**src/rtl/ssl_defines.vh**
```
`ifndef SSL_DEFINES_VH
`define SSL_DEFINES_VH
`define SSL_WORD_W 24
`define SSL_SEL_REF 2'h0
`define SSL_SEL_DIV 2'h1
`define SSL_SEL_FUNC 2'h2
`define SSL_SEL_INIT 2'h3
`define SSL_F_HOLD 2
`define SSL_F_PD_A 3
`define SSL_F_MON_LO 4
`define SSL_F_MON_HI 6
`define SSL_F_SENSE 7
`define SSL_F_TRI 8
`define SSL_F_FL_EN 9
`define SSL_F_FL_MODE 10
`define SSL_F_TMR_LO 11
`define SSL_F_TMR_HI 14
`define SSL_F_CUR_A_LO 15
`define SSL_F_CUR_A_HI 17
`define SSL_F_CUR_B_LO 18
`define SSL_F_CUR_B_HI 20
`define SSL_F_PD_B 21
`define SSL_F_PRE_LO 22
`define SSL_F_PRE_HI 23
`define SSL_FUNC_RST 22'h00_0000
`define SSL_RST_PULSE_CYC 4
`endif

```
**src/rtl/ssl_loader.v**
```verilog
`timescale 1ns/1ps
`include "ssl_defines.vh"
// Functional notes
// RQ1 - Primary pump current from low three bits, secondary from high three bits.
// RQ2 - Host picks prescaler ratio keeping prescaler output at most 300 MHz.
// RQ3 - Detector sense bit selects phase detector polarity.
// RQ4 - Pump three-state bit high puts pump output in high impedance.
// RQ5 - Select bits 11 mark an initialization word with function word fields.
// RQ6 - Initialization word loads the function settings.
// RQ7 - Initialization word issues reset pulse: counters load state, pump three-state.
// RQ8 - Enable high, powerdown a set, b clear: pulse triggers synchronous power-down.
// RQ9 - Reset pulse leaves prescaler reference and oscillator buffer untouched.
// RQ10 - First divider word after initialization re-fires reset pulse, later ones not.
// RQ11 - Two low bits select latch: 00 ref, 01 divider, 10 function, 11 init.
// RQ12 - Init sequence: init, function, reference, divider, with hold bit cleared.
// RQ13 - Enable low powers down at once; raising it resumes aligned counting.
// RQ14 - Latch contents survive chip enable cycling.
// RQ15 - Hold sequence: function with hold set, ref, divider, function hold cleared.
// RQ16 - Hold bit keeps counters at load point, pump three-state, no power-down.
// RQ17 - Shift one bit per rising serial clock; strobe rise transfers word.
// RQ18 - Host serial clock at most 20 MHz.
// RQ19 - Host sends three bytes with strobe low, then raises strobe.
// RQ20 - Host makes four writes after power-up before output is active.
// RQ21 - Hold bit high keeps reference and divider counters in reset.
// RQ22 - Enable low disables device regardless of powerdown bits; input still latches.
// RQ23 - Words shift most significant bit first; select bits arrive last.
module ssl_loader #(
   parameter RST_PULSE_CYC = `SSL_RST_PULSE_CYC
) (
   // Clock and reset.
   input wire I_SYS_CLK,
   input wire I_RST,
   // Serial link pins.
   input wire I_SER_CLK,
   input wire I_SER_DATA,
   input wire I_LATCH_STROBE_PIN,
   input wire I_CHIP_ENABLE,
   // Latch contents.
   output reg [21:0] O_REF_WORD,
   output reg [21:0] O_DIV_WORD,
   output reg [21:0] O_FUNC_WORD,
   // Decoded function fields.
   output reg [2:0] O_PUMP_CURRENT_A,
   output reg [2:0] O_PUMP_CURRENT_B,
   output reg [1:0] O_PRESCALER_SEL,
   output reg O_DETECTOR_SENSE,
   output reg [2:0] O_MONITOR_SEL,
   // Control results.
   output reg O_PUMP_HIGH_Z,
   output reg O_COUNTER_RESET,
   output reg O_RESET_PULSE,
   output reg O_POWERED_DOWN,
   output reg O_SYNC_PD_REQ,
   output reg O_PROGRAMMED
);
   reg [2:0] sclk_s_q;
   reg [1:0] sdat_s_q;
   reg [2:0] le_s_q;
   reg [1:0] ce_s_q;
   reg [`SSL_WORD_W-1:0] shift_q;
   reg rearm_q;
   reg [7:0] pulse_cnt_q;
   reg sync_pd_q;
   reg [3:0] seen_q;
   wire sclk_rise;
   wire le_rise;
   wire ce_hi;
   wire [1:0] sel;
   wire fire;
   wire [21:0] func_nxt;
   wire init_load;
   wire div_load;
   wire pulse_on;
   wire sync_pd_set;
   wire sync_pd_clr;
   wire hold_on;
   wire tri_on;

   // Pulse length as loaded into the 8-bit down-counter.
   localparam [7:0] PULSE_LOAD = RST_PULSE_CYC[7:0];

   // True when the word held in the input register targets the given latch.
   function sel_is;
      input [1:0] word_sel;
      input [1:0] target;
      begin
         sel_is = (word_sel == target);
      end
   endfunction

   // True while a down-counter still has cycles left to run.
   function cnt_busy;
      input [7:0] cnt;
      begin
         cnt_busy = (cnt != 8'h00);
      end
   endfunction

   assign sclk_rise = sclk_s_q[1] & ~sclk_s_q[2];
   assign le_rise = le_s_q[1] & ~le_s_q[2];
   assign ce_hi = ce_s_q[1];
   assign sel = shift_q[1:0];
   assign init_load = le_rise & sel_is(sel, `SSL_SEL_INIT); // RQ5
   assign div_load = le_rise & sel_is(sel, `SSL_SEL_DIV);
   // An initialization word fires the pulse; so does the first divider word after it.
   assign fire = init_load | (div_load & rearm_q); // RQ7 RQ10
   assign func_nxt = shift_q[`SSL_WORD_W-1:2];
   // The pulse stands while its counter has cycles left.
   assign pulse_on = cnt_busy(pulse_cnt_q);
   // Synchronous power-down only when enabled, first bit set and second bit clear.
   assign sync_pd_set = init_load & ce_hi & func_nxt[`SSL_F_PD_A-2] & ~func_nxt[`SSL_F_PD_B-2]; // RQ8
   // Enable low overrides the programmed power-down mode.
   assign sync_pd_clr = ~ce_hi | ~O_FUNC_WORD[`SSL_F_PD_A-2]; // RQ22
   assign hold_on = O_FUNC_WORD[`SSL_F_HOLD-2]; // RQ16 RQ21
   assign tri_on = O_FUNC_WORD[`SSL_F_TRI-2]; // RQ4

   // Input synchronisers; the logic reads only the second stage and later.
   always @(posedge I_SYS_CLK) begin
      sclk_s_q <= {sclk_s_q[1:0], I_SER_CLK};
   end

   always @(posedge I_SYS_CLK) begin
      sdat_s_q <= {sdat_s_q[0], I_SER_DATA};
   end

   always @(posedge I_SYS_CLK) begin
      le_s_q <= {le_s_q[1:0], I_LATCH_STROBE_PIN};
   end

   always @(posedge I_SYS_CLK) begin
      ce_s_q <= {ce_s_q[0], I_CHIP_ENABLE};
   end

   // The input register and latches run whatever chip enable does.
   always @(posedge I_SYS_CLK) begin
      if (I_RST) begin
         shift_q <= 24'h00_0000;
         O_REF_WORD <= 22'h00_0000;
         O_DIV_WORD <= 22'h00_0000;
         O_FUNC_WORD <= `SSL_FUNC_RST;
         rearm_q <= 1'b0;
         seen_q <= 4'h0;
         O_PROGRAMMED <= 1'b0;
      end else begin
         if (sclk_rise) begin
            shift_q <= {shift_q[`SSL_WORD_W-2:0], sdat_s_q[1]}; // RQ17 RQ23
         end
         if (le_rise) begin // RQ17 RQ22 RQ14
            seen_q[sel] <= 1'b1;
            case (sel) // RQ11
               `SSL_SEL_REF: begin
                  O_REF_WORD <= func_nxt;
               end
               `SSL_SEL_DIV: begin
                  O_DIV_WORD <= func_nxt;
                  rearm_q <= 1'b0; // RQ10
               end
               `SSL_SEL_FUNC: begin
                  O_FUNC_WORD <= func_nxt;
               end
               default: begin
                  O_FUNC_WORD <= func_nxt; // RQ5 RQ6
                  rearm_q <= 1'b1; // RQ10
               end
            endcase
         end
         O_PROGRAMMED <= &seen_q;
      end
   end

   // Reset pulse lasts a fixed number of cycles; prescaler reference is not touched here.
   always @(posedge I_SYS_CLK) begin
      if (I_RST) begin
         pulse_cnt_q <= 8'h00;
         sync_pd_q <= 1'b0;
      end else begin
         if (fire) begin
            pulse_cnt_q <= PULSE_LOAD; // RQ7 RQ9
         end else if (pulse_on) begin
            pulse_cnt_q <= pulse_cnt_q - 8'h01;
         end
         // Sync power-down armed by an initialization word stays until the first power-down bit clears or enable drops.
         // A set and a clear in one cycle leave the request set.
         if (sync_pd_set) begin
            sync_pd_q <= 1'b1; // RQ8
         end else if (sync_pd_clr) begin
            sync_pd_q <= 1'b0;
         end
      end
   end

   // Decoded function fields follow the function latch one cycle later.
   always @(posedge I_SYS_CLK) begin
      if (I_RST) begin
         O_PUMP_CURRENT_A <= 3'h0;
         O_PUMP_CURRENT_B <= 3'h0;
         O_PRESCALER_SEL <= 2'h0;
         O_DETECTOR_SENSE <= 1'b0;
         O_MONITOR_SEL <= 3'h0;
      end else begin
         O_PUMP_CURRENT_A <= O_FUNC_WORD[`SSL_F_CUR_A_HI-2:`SSL_F_CUR_A_LO-2]; // RQ1
         O_PUMP_CURRENT_B <= O_FUNC_WORD[`SSL_F_CUR_B_HI-2:`SSL_F_CUR_B_LO-2]; // RQ1
         O_PRESCALER_SEL <= O_FUNC_WORD[`SSL_F_PRE_HI-2:`SSL_F_PRE_LO-2];
         O_DETECTOR_SENSE <= O_FUNC_WORD[`SSL_F_SENSE-2]; // RQ3
         O_MONITOR_SEL <= O_FUNC_WORD[`SSL_F_MON_HI-2:`SSL_F_MON_LO-2];
      end
   end

   // Counters and pump are forced to their safe state in reset, then follow hold, pulse and enable; the pump also follows three-state.
   always @(posedge I_SYS_CLK) begin
      if (I_RST) begin
         O_PUMP_HIGH_Z <= 1'b1;
         O_COUNTER_RESET <= 1'b1;
         O_RESET_PULSE <= 1'b0;
         O_POWERED_DOWN <= 1'b1;
         O_SYNC_PD_REQ <= 1'b0;
      end else begin
         O_RESET_PULSE <= pulse_on; // RQ7
         O_COUNTER_RESET <= hold_on | pulse_on | ~ce_hi; // RQ16 RQ21 RQ13
         O_PUMP_HIGH_Z <= tri_on | hold_on | pulse_on | ~ce_hi; // RQ4 RQ16 RQ7
         O_POWERED_DOWN <= ~ce_hi; // RQ22 RQ13
         O_SYNC_PD_REQ <= sync_pd_q; // RQ8
      end
   end
endmodule // ssl_loader

```
**config.mk**
```make
export PLATFORM = sky130hd
export DESIGN_NAME = ssl_loader
export DESIGN_NICKNAME = d
export VERILOG_FILES = /design/src/rtl/ssl_loader.v
export VERILOG_INCLUDE_DIRS = /design/src /design/src/rtl
export SDC_FILE = /design/constraint.sdc
export NUM_CORES = 1
export LEC_CHECK = 0
export ABC_AREA = 1
export ABC_CLOCK_PERIOD_IN_PS = 2400
export BUFFER_PORTS_ARGS = -buffer_cell sky130_fd_sc_hd__buf_2
export CAP_MARGIN = 25
export CORE_ASPECT_RATIO = 0.5
export CORE_MARGIN = 2
export CORE_UTILIZATION = 58
export CTS_CLUSTER_DIAMETER = 150
export DETAILED_ROUTE_END_ITERATION = 10
export GPL_TIMING_DRIVEN = 0
export PLACE_DENSITY = 0.85
export SYNTH_ARGS = -nofsm -noshare
export SYNTH_HDL_FRONTEND = slang
export SYNTH_SLANG_ARGS = --single-unit
```
**constraint.sdc**
```tcl
create_clock -name I_SYS_CLK -period 2.4 [get_ports I_SYS_CLK]
set_input_delay 0.24 -clock I_SYS_CLK [delete_from_list [all_inputs] [get_ports I_SYS_CLK]]
set_output_delay 0.24 -clock I_SYS_CLK [all_outputs]
set_load 0.01 [all_outputs]
```
==> results of run 1 <==
==> flip-flops by register name, summed over array words and instances (netlist names), 2 cells and up <==
name and cells:
O_FUNC_WORD 22, sdat_s_q 2, O_MONITOR_SEL 3, le_s_q 3
O_REF_WORD 22, ce_s_q 2, O_PRESCALER_SEL 2, pulse_cnt_q 8
O_DIV_WORD 22, O_PUMP_CURRENT_B 3, sclk_s_q 3, seen_q 4
shift_q 24, O_PUMP_CURRENT_A 3
==> repair_timing <==
action	4_1_cts	5_1_grt
hold buffers	4	0
resized for setup	0	0
endpoints found under the hold margin	4	0
==> cells by family (layout without fill, tap and decap cells) <==
family,count (synthesis),after routing,synth area share
simple gates,217,217,0.202
flops,132,132,0.590
fa+ha+maj,2,2,0.00559
compound gates,118,118,0.132
xor+xnor,3,3,0.00587
buf+inv,68,192,0.0637
==> routing by layer <==
metal,up-vias,part of all wire,track usage
met2,210,0.44,0.439
met4,0,0.022,0.103
li1,1968,-,-
met1,1852,0.44,0.367
met3,28,0.11,0.121
met5,-,0,0
==> Yosys cell counts <==
cell,n,area (um^2)
sky130_fd_sc_hd__a21oi_1,55,275
sky130_fd_sc_hd__nand3_2,2,20.0
sky130_fd_sc_hd__nor4_1,1,6.26
sky130_fd_sc_hd__dfxtp_1,132,2640
sky130_fd_sc_hd__nand3_1,28,140
sky130_fd_sc_hd__nand2_2,1,6.26
sky130_fd_sc_hd__xor2_1,3,26.3
sky130_fd_sc_hd__nor2_1,115,432
sky130_fd_sc_hd__o21ai_0,29,145
sky130_fd_sc_hd__inv_2,3,11.3
sky130_fd_sc_hd__nand2_4,1,11.3
sky130_fd_sc_hd__nand2_1,62,233
sky130_fd_sc_hd__ha_1,2,25.0
sky130_fd_sc_hd__inv_1,35,131
sky130_fd_sc_hd__nor2_2,3,18.8
sky130_fd_sc_hd__nor2_8,1,20.0
sky130_fd_sc_hd__o21bai_1,1,7.51
sky130_fd_sc_hd__buf_4,4,30.0
sky130_fd_sc_hd__clkbuf_1,14,52.6
sky130_fd_sc_hd__nand4_1,3,18.8
sky130_fd_sc_hd__o21ai_1,33,165
sky130_fd_sc_hd__buf_2,12,60.1
==> critical path, delay by kind of cell (launching register included) <==
family,cells,cell delay [ns]
simple gates,2,0.42
flops,1,0.42
buf+inv,2,0.35
compound gates,1,0.19
==> how the worst max path moves through the flow <==
stage | end | cells after the start | slack (ns) | start
after floorplan | pulse_cnt_q[5]$_SDFFE_PP0P_ | 7 | 1.29 | pulse_cnt_q[0]$_SDFFE_PP0P_
after global placement | shift_q[23]$_SDFFE_PP0P_ | 5 | 1.07 | I_RST
after detailed placement | shift_q[4]$_SDFFE_PP0P_ | 5 | 1.02 | I_RST
after CTS | sync_pd_q$_SDFFE_PP0P_ | 5 | 0.97 | le_s_q[1]$_DFF_P_
after global routing | sync_pd_q$_SDFFE_PP0P_ | 5 | 0.86 | le_s_q[1]$_DFF_P_
final | sync_pd_q$_SDFFE_PP0P_ | 5 | 0.94 | le_s_q[1]$_DFF_P_
==> cells in the final DEF, fill, tap and decap left out <==
master                          count
sky130_fd_sc_hd__clkinv_4           1
sky130_fd_sc_hd__o21ai_1           33
sky130_fd_sc_hd__inv_1             35
sky130_fd_sc_hd__dlygate4sd3_1      4
sky130_fd_sc_hd__nand3_1           28
sky130_fd_sc_hd__clkinv_2           4
sky130_fd_sc_hd__nand2_2            1
sky130_fd_sc_hd__xor2_1             3
sky130_fd_sc_hd__ha_1               2
sky130_fd_sc_hd__clkinvlp_4         1
sky130_fd_sc_hd__nand2_1           62
sky130_fd_sc_hd__a21oi_1           55
sky130_fd_sc_hd__buf_2            100
sky130_fd_sc_hd__buf_4              4
sky130_fd_sc_hd__nand3_2            2
sky130_fd_sc_hd__inv_2              3
sky130_fd_sc_hd__clkbuf_16         17
sky130_fd_sc_hd__clkbuf_1          15
sky130_fd_sc_hd__o21ai_0           29
sky130_fd_sc_hd__nor2_8             1
sky130_fd_sc_hd__bufinv_16          2
sky130_fd_sc_hd__nor2_2             3
sky130_fd_sc_hd__nand2_4            1
sky130_fd_sc_hd__dfxtp_1          132
sky130_fd_sc_hd__nor2_1           115
sky130_fd_sc_hd__clkbuf_8           6
sky130_fd_sc_hd__o21bai_1           1
sky130_fd_sc_hd__nor4_1             1
sky130_fd_sc_hd__nand4_1            3
==> layout make-up <==
type	instances	area, um^2	area share
repair buffers	92	480	0.0845
clock inverters	8	96.3	0.0169
multi-input cells	340	1550	0.273
clock buffers	24	512	0.0900
inverters	38	143	0.0251
flip-flops and latches	132	2640	0.465
plain buffers	30	143	0.0251
well taps	96	120	0.0211
==> stage by stage <==
step                      instances  cell area, um^2
final                           760             5690
after global routing            760             5690
after CTS                       760             5690
after detailed placement        724             5040
after global placement          724             5040
after floorplan                 540             4480
==> power breakdown <==
| group | switching (uW) | internal, uW | total, uW | leakage, uW |
|---|---|---|---|---|
| logic | 456 | 250 | 705 | 0.00119 |
| registers | 117 | 2330 | 2450 | 0.00108 |
| clock network | 902 | 1690 | 2590 | 0.000302 |
==> results list, run 1 <==
- The run finished with clean final reports.
- For this run, design rule violations remaining after detail routing come to 0.
- Using the TritonRoute via totals, the vias-per-cell ratio works out to about 5.3.
* Post-synth cell types: 22
- Worst slack, placed: 1.02 ns
- Number of buffers added by the clock tree synthesis step: 17
* Syn. warnings: 0
- Clock tree synthesis selected as its root buffer the cell sky130_fd_sc_hd__clkbuf_16.
- Dividing the detail-routed wire length by the instance count gives about 15 um.
- Cell-by-cell trace of the critical path: inv_2 -> nor2_8 -> buf_2 -> nand4_1 -> a21oi_1
* Final design utilization: 0.768
- Worst reg2reg path endpoint: sync_pd_q$_SDFFE_PP0P_
- Summing internal, switching and leakage power gives around 5700 uW.
- In this run the register-to-register setup slack is between 0.9 and 1 ns.
- Antenna violations before repair: 0
- The path class of the tightest hold or removal check is reg2reg.
- Final critical delay including setup and external delays: 1.46 ns
- Total power per unit cell area: 1010 nW/um^2
* Peak ir drop on the vdd network: around 0.55 mV
* Remaining global-route overflow: 0
* Post-route setup slack: around 0.94 ns
- Dividing the final minimum period by the clock period gives 0.610.
- Worst setup skew after layout: 0.0101 ns
- Floorplan Core Area: 7400 um^2
- Final max-slew violation count: 0
- CTS tree: yes
- Reported max-cap violation count: 0
* Fraction of layout instances using a drive strength above 1: 0.220
- Clock-pin slew was measured on the worst setup and hold paths at roughly 0.05 ns.
- Synth Register Bits: 132
- Final estimated routing congestion in global placement: ~0.90
* Destination of the worst hold path: sclk_s_q[1]$_DFF_P_
- Cell area after synthesis: approximately 4500 um^2
* Final antenna diode count: 0
- For this design the top-level I/O count stands at 90.
* Cell count after synthesis: 540
- Total negative slack for setup checks: 0 ns
* Count of nets left with antenna violations after detail routing: 0
* Slew headroom: 0.648
* CP max stage delay: 0.42 ns
* FP Rows: 22
- The startpoint identified for the worst register-to-register timing path is le_s_q[1]$_DFF_P_.
- The detailed router placed 4058 vias in this run.
- Initial cell density of the core: 0.605
- Of all nets on the critical path, the largest fanout is 10.
- Entering global routing, the biggest net connects 17 pins.
* Worst path arrival time: 1.80 ns
- Start point of the worst min-delay path: sclk_s_q[0]$_DFF_P_
- Total Die Area: between 8000 and 9000 um^2
* Worst Setup End Kind: flop
* Leak Pwr: approximately 0.0026 uW
* Drt first-iter violations: between 200 and 300
- GRT Total Usage: 0.287
* Hold Worst Slack: between 0.3 and 0.4 ns
- From bottom edge to top edge, the die measures between 60 and 70 um.
- The HPWL after detailed placement is ~7.7 mm.
- The count of endpoints failing hold in the final timing report is 0.
* Clock Latency Late Sink: between 0.4 and 0.5 ns
* Area grow syn2layout: 27.0%
- Crit Path Class: reg2reg
- CTS built an H-tree with a depth of 4.
- Fill cell instance count of the final layout: 510
- Required time worst endpoint: 2.73 ns
* Number of global-route vias before repair: 3756
- Number of cells on the worst reg-to-reg path: 5
* Iteration count of the initial detailed-routing pass: 5
- The final layout contains 659 nets.
* Chip width: 128 um
- Among all stages on the critical path, the largest delay is contributed by sky130_fd_sc_hd__dfxtp_1.
- Clk sinks: 132
* Setup violation total in the final timing report: 0
- Startpoint class of the critical path: flop
- Sequential-to-total area share from yosys stat: 0.590
- Worst-Margin Slew: ~0.53 ns
- Setup repair after global routing left no endpoint under its margin.
- For this block, the routed nets add up to 11.4 mm of wire.
- In this run the deepest clock path goes through 2 buffers.
- Counting every net in the synthesized netlist gives between 500 and 600.
* Post-CTS setup buffer count: 0
- Counting instances, the worst hold path has a depth of 0.
- IO buf count: 88
* Upper clock frequency limit: a little under 700 MHz
- After synthesis, the mean cell area works out to 8.29 um^2.
- The first global-routing pass estimated between 15 and 20 mm of wire.
Note: power is estimated with default switching activity, not from simulation.
==> run 2, diff against run 1 <==
--- a/config.mk
+++ b/config.mk
@@ -7,16 +7,16 @@
 export NUM_CORES = 1
 export LEC_CHECK = 0
 export ABC_AREA = 1
-export ABC_CLOCK_PERIOD_IN_PS = 2400
+export ABC_CLOCK_PERIOD_IN_PS = 1500
 export BUFFER_PORTS_ARGS = -buffer_cell sky130_fd_sc_hd__buf_2
 export CAP_MARGIN = 25
 export CORE_ASPECT_RATIO = 0.5
 export CORE_MARGIN = 2
-export CORE_UTILIZATION = 58
+export CORE_UTILIZATION = 54
 export CTS_CLUSTER_DIAMETER = 150
 export DETAILED_ROUTE_END_ITERATION = 10
 export GPL_TIMING_DRIVEN = 0
-export PLACE_DENSITY = 0.85
+export PLACE_DENSITY = 0.8
 export SYNTH_ARGS = -nofsm -noshare
 export SYNTH_HDL_FRONTEND = slang
 export SYNTH_SLANG_ARGS = --single-unit
==> constraint.sdc (replaced) <==
create_clock -name I_SYS_CLK -period 1.5 [get_ports I_SYS_CLK]
set_input_delay 0.15 -clock I_SYS_CLK [delete_from_list [all_inputs] [get_ports I_SYS_CLK]]
set_output_delay 0.15 -clock I_SYS_CLK [all_outputs]
set_load 0.01 [all_outputs]
==> results list, run 2 (synthesis gave the netlist of run 1 again) <==
* Combinational Power Share: 0.122
- For this run, the post-layout net count is roughly 660.
- Cell internal power was estimated by the tool at about 6700 uW.
* Setup repair after global routing missed its margin: no
- TritonCTS created 17 clock buffers.
* Combined buffer and inverter count along the critical path: 2
* Global-route wire length before repair: 17.0 mm
- Commonest non-fill, non-tap cell in the layout: sky130_fd_sc_hd__dfxtp_1
- The critical path is of the reg2reg type.
* Maximum number of pins on one net before global-route repair: 17
- Hold Crit Class: reg2reg
* Cell-by-cell trace of the critical path: inv_2 -> nor2_8 -> nand2_4 -> buf_2 -> o21ai_1 -> a21oi_1
- Final design utilization: 0.709
* Final critical delay including setup and external delays: 1.41 ns
- Leak Pwr: roughly 0.0026 uW
* Fraction of power consumed by the clock network: 0.447
- Final max-slew violation count: 0
* Peak ir drop on the vdd network: approximately 0.95 mV
- Number of global-route vias before repair: roughly 3400
- For this run, the top clock speed supported by timing is roughly 710 MHz.
- Hold repair after CTS inserted 4 buffers.
- CTS tree: yes
- Count of nets left with antenna violations after detail routing: 0
- Psw: 2340 uW
- After clock tree synthesis, the clock-pin slew on the worst setup and hold paths is 0.06 ns.
* Worst Setup End Kind: flop
* Area grow syn2layout: 27.0%
- Global routing finished with a remaining overflow of 0.
- CP max stage delay: roughly 0.4 ns
- Fraction of layout instances using a drive strength above 1: 0.217
- Dividing total power by cell area gives a power density of about 1600 nW/um^2.
* CTS H-Tree Depth: 4
- STA puts the critical path data required time at about 1.8 ns.
- On the critical path the largest part of the delay comes from flip-flops.
* Commonest cells after routing, fill and taps aside: 132 x sky130_fd_sc_hd__dfxtp_1, 115 x sky130_fd_sc_hd__nor2_1, 100 x sky130_fd_sc_hd__buf_2
- For this design, the slowest cell found on the critical path is sky130_fd_sc_hd__dfxtp_1.
* Initial cell density of the core: 0.558
- The die is approximately 130 um wide.
- Maximum fanout along the worst path: 10
- 0 antenna diodes ended up in the layout.
* FP Rows: 23
* Most flops, register: shift_q
- For flop-to-flop paths, the worst setup slack is approximately 0.094 ns.
- Headroom to the max-slew limit came out at 0.665.
- The count of endpoints failing hold in the final timing report was 0.
- GRT Total Usage: 0.250
* Setup violation total in the final timing report: 0
* Worst setup skew after layout: a little over 0.007 ns
- DRC Markers: 0
- Clock latency on the worst-skew pair, taken at its later pin, is approximately 0.4 ns.
* Iteration count of the initial detailed-routing pass: 4
- Worst path arrival time: around 1.7 ns
* Average vias per placed instance: 4.98
- At the end of routability-driven placement, the weighted congestion stood at 0.871.
- Total negative slack for setup checks: 0 ns
- Total Die Area: just over 9000 um^2
* Outcome: finished clean
- The initial antenna violation count is 0.
* Post_cts resized: 0
- Of the total power, the share spent switching nets is 0.258.
* Reported max-cap violation count: 0
- The clock drives 132 sinks.
* Die extent in y: between 60 and 70 um
- At the pin with the least slew margin, the transition time is about 0.5 ns.
- Ports placed on the boundary: 90
* Drt first-iter violations: 256
- Post-detailed-placement half-perimeter wirelength: ~7.5 mm
* Final std cell area, no fill: approximately 5700 um^2
- Max Root-Sink Buffers: 2
- The share of total power dissipated in sequential elements is 0.431.
- Post-route setup slack: about 0.094 ns
- Buffers added to address setup during post-CTS repair amount to 0.
- Startpoint class of the critical path: flop
- Clock tree root driver cell: sky130_fd_sc_hd__clkbuf_16
- Buffers placed on the I/O ports in this run total 88.
- After detailed routing, the total wire length is approximately 11 mm.
- Post-route fraction of the period consumed by the critical path: 0.938
- Max reg flops: 24
- Once placement finished, the instance area stood at between 5000 and 6000 um^2.
- Routed vias: about 3900
- At the placement stage, the worst setup path has a slack of between 0.15 and 0.2 ns.
- The floorplan step defined a core boundary enclosing 8030 um^2.
* Average wire per standard cell: ~14 um
-- run 2: layout make-up --
| class | count | area, um^2 |
|---|---|---|
| inverter | 38 | 143 |
| clock inverter | 8 | 98.8 |
| clock buffer | 24 | 492 |
| timing repair buffer | 92 | 480 |
| tap | 112 | 140 |
| sequential | 132 | 2640 |
| fill | 615 | 2340 |
| buffer | 30 | 143 |
| multi-input combinational | 340 | 1550 |
-- run 2: power by group through the flow --
stage | sequential, uW | clock, uW | combinational [uW]
6_report | 3910 | 4070 | 1110
5_1_grt | 3940 | 4280 | 1280
4_1_cts | 3910 | 4100 | 1100
3_5_place_dp | 3980 | 0 | 1080
3_3_place_gp | 3970 | 0 | 1040
2_1_floorplan | 3970 | 0 | 802
-- run 2: final timing paths --
kind              cells after the start                          end           startpoint
setup reg to reg                      6  O_FUNC_WORD[3]$_SDFFE_PP0P_    le_s_q[1]$_DFF_P_
setup / recovery                      6  O_FUNC_WORD[3]$_SDFFE_PP0P_    le_s_q[1]$_DFF_P_
hold / removal                        0          sdat_s_q[1]$_DFF_P_  sdat_s_q[0]$_DFF_P_
hold reg to reg                       0          sdat_s_q[1]$_DFF_P_  sdat_s_q[0]$_DFF_P_
-- run 2: metal layers --
metal,share of wire,vias up,GRT usage
met5,0,-,0
met4,0.0085,0,0.0605
met3,0.080,12,0.0993
met2,0.43,147,0.380
met1,0.48,1747,0.336
li1,-,1962,-
-- run 2: metrics by stage --
stage               hold WS [ns]  cells  total power, uW
floorplan                  0.178    540             4770
global placement           0.254    740             5010
detailed placement         0.254    740             5060
CTS                        0.322    776             9100
global route               0.343    776             9500
finish                     0.326    776             9090
==> run 3, diff against run 2 <==
--- a/config.mk
+++ b/config.mk
@@ -7,16 +7,16 @@
 export NUM_CORES = 1
 export LEC_CHECK = 0
 export ABC_AREA = 1
-export ABC_CLOCK_PERIOD_IN_PS = 1500
+export ABC_CLOCK_PERIOD_IN_PS = 1150
 export BUFFER_PORTS_ARGS = -buffer_cell sky130_fd_sc_hd__buf_2
 export CAP_MARGIN = 25
 export CORE_ASPECT_RATIO = 0.5
 export CORE_MARGIN = 2
-export CORE_UTILIZATION = 54
+export CORE_UTILIZATION = 48
 export CTS_CLUSTER_DIAMETER = 150
 export DETAILED_ROUTE_END_ITERATION = 10
 export GPL_TIMING_DRIVEN = 0
-export PLACE_DENSITY = 0.8
+export PLACE_DENSITY = 0.75
 export SYNTH_ARGS = -nofsm -noshare
 export SYNTH_HDL_FRONTEND = slang
 export SYNTH_SLANG_ARGS = --single-unit
==> constraint.sdc (replaced) <==
create_clock -name I_SYS_CLK -period 1.15 [get_ports I_SYS_CLK]
set_input_delay 0.115 -clock I_SYS_CLK [delete_from_list [all_inputs] [get_ports I_SYS_CLK]]
set_output_delay 0.115 -clock I_SYS_CLK [all_outputs]
set_load 0.01 [all_outputs]
==> results list, run 3 (synthesis gave the netlist of run 1 again) <==
- The critical path ends at sync_pd_q$_SDFFE_PP0P_.
- At the placement stage, the worst setup path has a slack of -0.196 ns.
* Startpoint of the most critical setup path: le_s_q[1]$_DFF_P_
- Max-cap violations in this run came to 0.
* Floorplan Core Area: between 8000 and 9000 um^2
- Final max-slew violation count: 0
- Most flops, register: shift_q
- Worst path arrival time: approximately 1.6 ns
- Initial cell density of the core: 0.504
- Setup violations remaining at the end of the flow were counted as 68.
* Global-route wire length before repair: 18.4 mm
- Post-Route WL: 11.9 mm
* Maximum number of pins on one net before global-route repair: 17
- The top cell types in the final layout, fill and taps aside, are 125 x sky130_fd_sc_hd__dfxtp_1, 111 x sky130_fd_sc_hd__nor2_1, 93 x sky130_fd_sc_hd__buf_2.
- Clock transition time at the flip-flop clock pins of the worst setup and hold paths: ~0.05 ns
- The tree built by TritonCTS fans out to about 130 sinks.
* Count of nets left with antenna violations after detail routing: 0
* Outcome: complete, but fails checks
- The routed design could run at a clock period as short as approximately 1.2 ns.
- Counting the fill cells in the layout gives between 600 and 700.
- The count of buffers added on input and output ports is 88.
* Die extent in y: slightly above 70 um
- In this run the tightest slew margin relative to its limit is 0.579.
- The number of cells on the worst reg-to-reg path is 6.
- In this run the worst path has a maximum fanout of 5.
- Final estimated routing congestion in global placement: roughly 0.87
* Required time worst endpoint: ~1.5 ns
* Fraction of layout instances using a drive strength above 1: 0.322
- Final hold violation count: 0
- Antenna violations before repair: 0
- The critical path in this run is classified as reg2reg.
* Chip width: about 140 um
- Max reg flops: 24
- Area grow syn2layout: 37.3%
- Startpoint class of the critical path: flop
* CTS H-Tree Depth: 4
- Max Root-Sink Buffers: 2
- STA classifies the critical path endpoint as a flop.
* Total power per unit cell area: a little under 2000 nW/um^2
- Post-detailed-placement half-perimeter wirelength: roughly 7.7 mm
* FP Rows: 24
* Drt first-iter violations: 360
- Peak ir drop on the vdd network: between 1 and 1.5 mV
- Dividing the detail-routed wire length by the instance count gives roughly 15 um.
- In this run the clock root is driven by a sky130_fd_sc_hd__clkbuf_16.
- The die covers between 10000 and 15000 um^2.
- Remaining global-route overflow: 0
* CTS tree: yes
- Final design utilization: 0.692
- For this run, the post-layout net count is 672.
* Average vias per placed instance: approximately 5.1
- The worst register-to-register path begins at le_s_q[1]$_DFF_P_.
- For this run, the total global-route usage over all layers was measured as 0.237.
* Routed vias: 4045
* Number of global-route vias before repair: about 3700
* Worst setup skew after layout: around 0.0063 ns
* Clock Latency Late Sink: between 0.4 and 0.5 ns
* Setup repair after global routing missed its margin: yes
- Leak Pwr: approximately 0.0027 uW
* Ports placed on the boundary: 90
- The repair_antennas step left the layout with diodes totalling 0.
- After detailed routing, the number of remaining DRC violations is 0.
- Worst-Margin Slew: between 0.6 and 0.7 ns
- TritonCTS created 17 clock buffers.
- Before antenna repair, the detailed router went through 6 iterations.
- Hold Worst Slack: 0.304 ns
* Commonest non-fill, non-tap cell in the layout: sky130_fd_sc_hd__dfxtp_1
- Upper clock frequency limit: around 800 MHz
- Register-to-register setup slack: -0.08 ns
* Failing checks: setup timing
- Post-route setup slack: -0.0812 ns
- The min-delay analysis places its worst path in the category in2reg.
- The worst register-to-register path ends at sync_pd_q$_SDFFE_PP0P_.
* Post-route fraction of the period consumed by the critical path: 1.07
[run 3: metrics by stage]
step	instance area (um^2)	setup TNS, ns	total power [uW]	std cells
3_5_place_dp	5060	-11.42	6590	745
2_1_floorplan	4480	0	6220	540
4_1_cts	5950	-1.89	11600	788
3_3_place_gp	5060	-9.39	6550	745
5_1_grt	6150	-6.79	12400	794
6_report	6150	-2.32	11900	794
[run 3: how the worst min path moves through the flow]
| stage | startpoint | to | slack, ns | cells after the start |
|---|---|---|---|---|
| 3_3_place_gp | I_SER_CLK | sclk_s_q[0]$_DFF_P_ | 0.22 | 1 |
| 6_report | I_RST | pulse_cnt_q[1]$_SDFFE_PP0P_ | 0.30 | 4 |
| 5_1_grt | I_RST | pulse_cnt_q[0]$_SDFFE_PP0P_ | 0.32 | 4 |
| 3_5_place_dp | I_SER_DATA | sdat_s_q[0]$_DFF_P_ | 0.22 | 1 |
| 2_1_floorplan | I_CHIP_ENABLE | ce_s_q[0]$_DFF_P_ | 0.14 | 0 |
| 4_1_cts | I_RST | pulse_cnt_q[1]$_SDFFE_PP0P_ | 0.28 | 4 |
[run 3: power by group]
group          internal, uW  switching (uW)  leakage (uW)
clock network          3070            1840      0.000263
registers              4880             275       0.00108
logic                   697            1120       0.00137
[run 3: cell type report]
cell class / count / area [um^2] / share of cell area
inverter: 38 / 150 / 0.0244
sequential: 132 / 2660 / 0.432
clock inverter: 5 / 50.0 / 0.00814
buffer: 29 / 216 / 0.0352
tap: 117 / 146 / 0.0238
clock buffer: 27 / 483 / 0.0785
timing repair buffer: 106 / 634 / 0.103
multi-input combinational: 340 / 1810 / 0.295
[run 3: metal layers]
layer	global-route usage	part of all wire	routed length (um)	up-vias
li1	-	-	-	1993
met1	0.324	0.46	5420	1879
met2	0.367	0.45	5380	156
met3	0.0713	0.082	970	17
met4	0.0733	0.0094	112	0
met5	0	0	0	-
[run 3: what timing repair did]
action	4_1_cts	5_1_grt
hold buffers	4	0
resized for setup	78	52
setup endpoints to repair	99	98
setup buffers	5	4
gates cloned	3	2
hold endpoints to repair	4	0
pin swaps	13	8
[run 3: critical path: stages (launching register included)]
cell,delay [ns]
sky130_fd_sc_hd__dfxtp_4,0.37
sky130_fd_sc_hd__inv_4,0.05
sky130_fd_sc_hd__nor2_8,0.17
sky130_fd_sc_hd__buf_12,0.14
sky130_fd_sc_hd__buf_6,0.11
sky130_fd_sc_hd__nand4_1,0.16
sky130_fd_sc_hd__a21oi_2,0.16
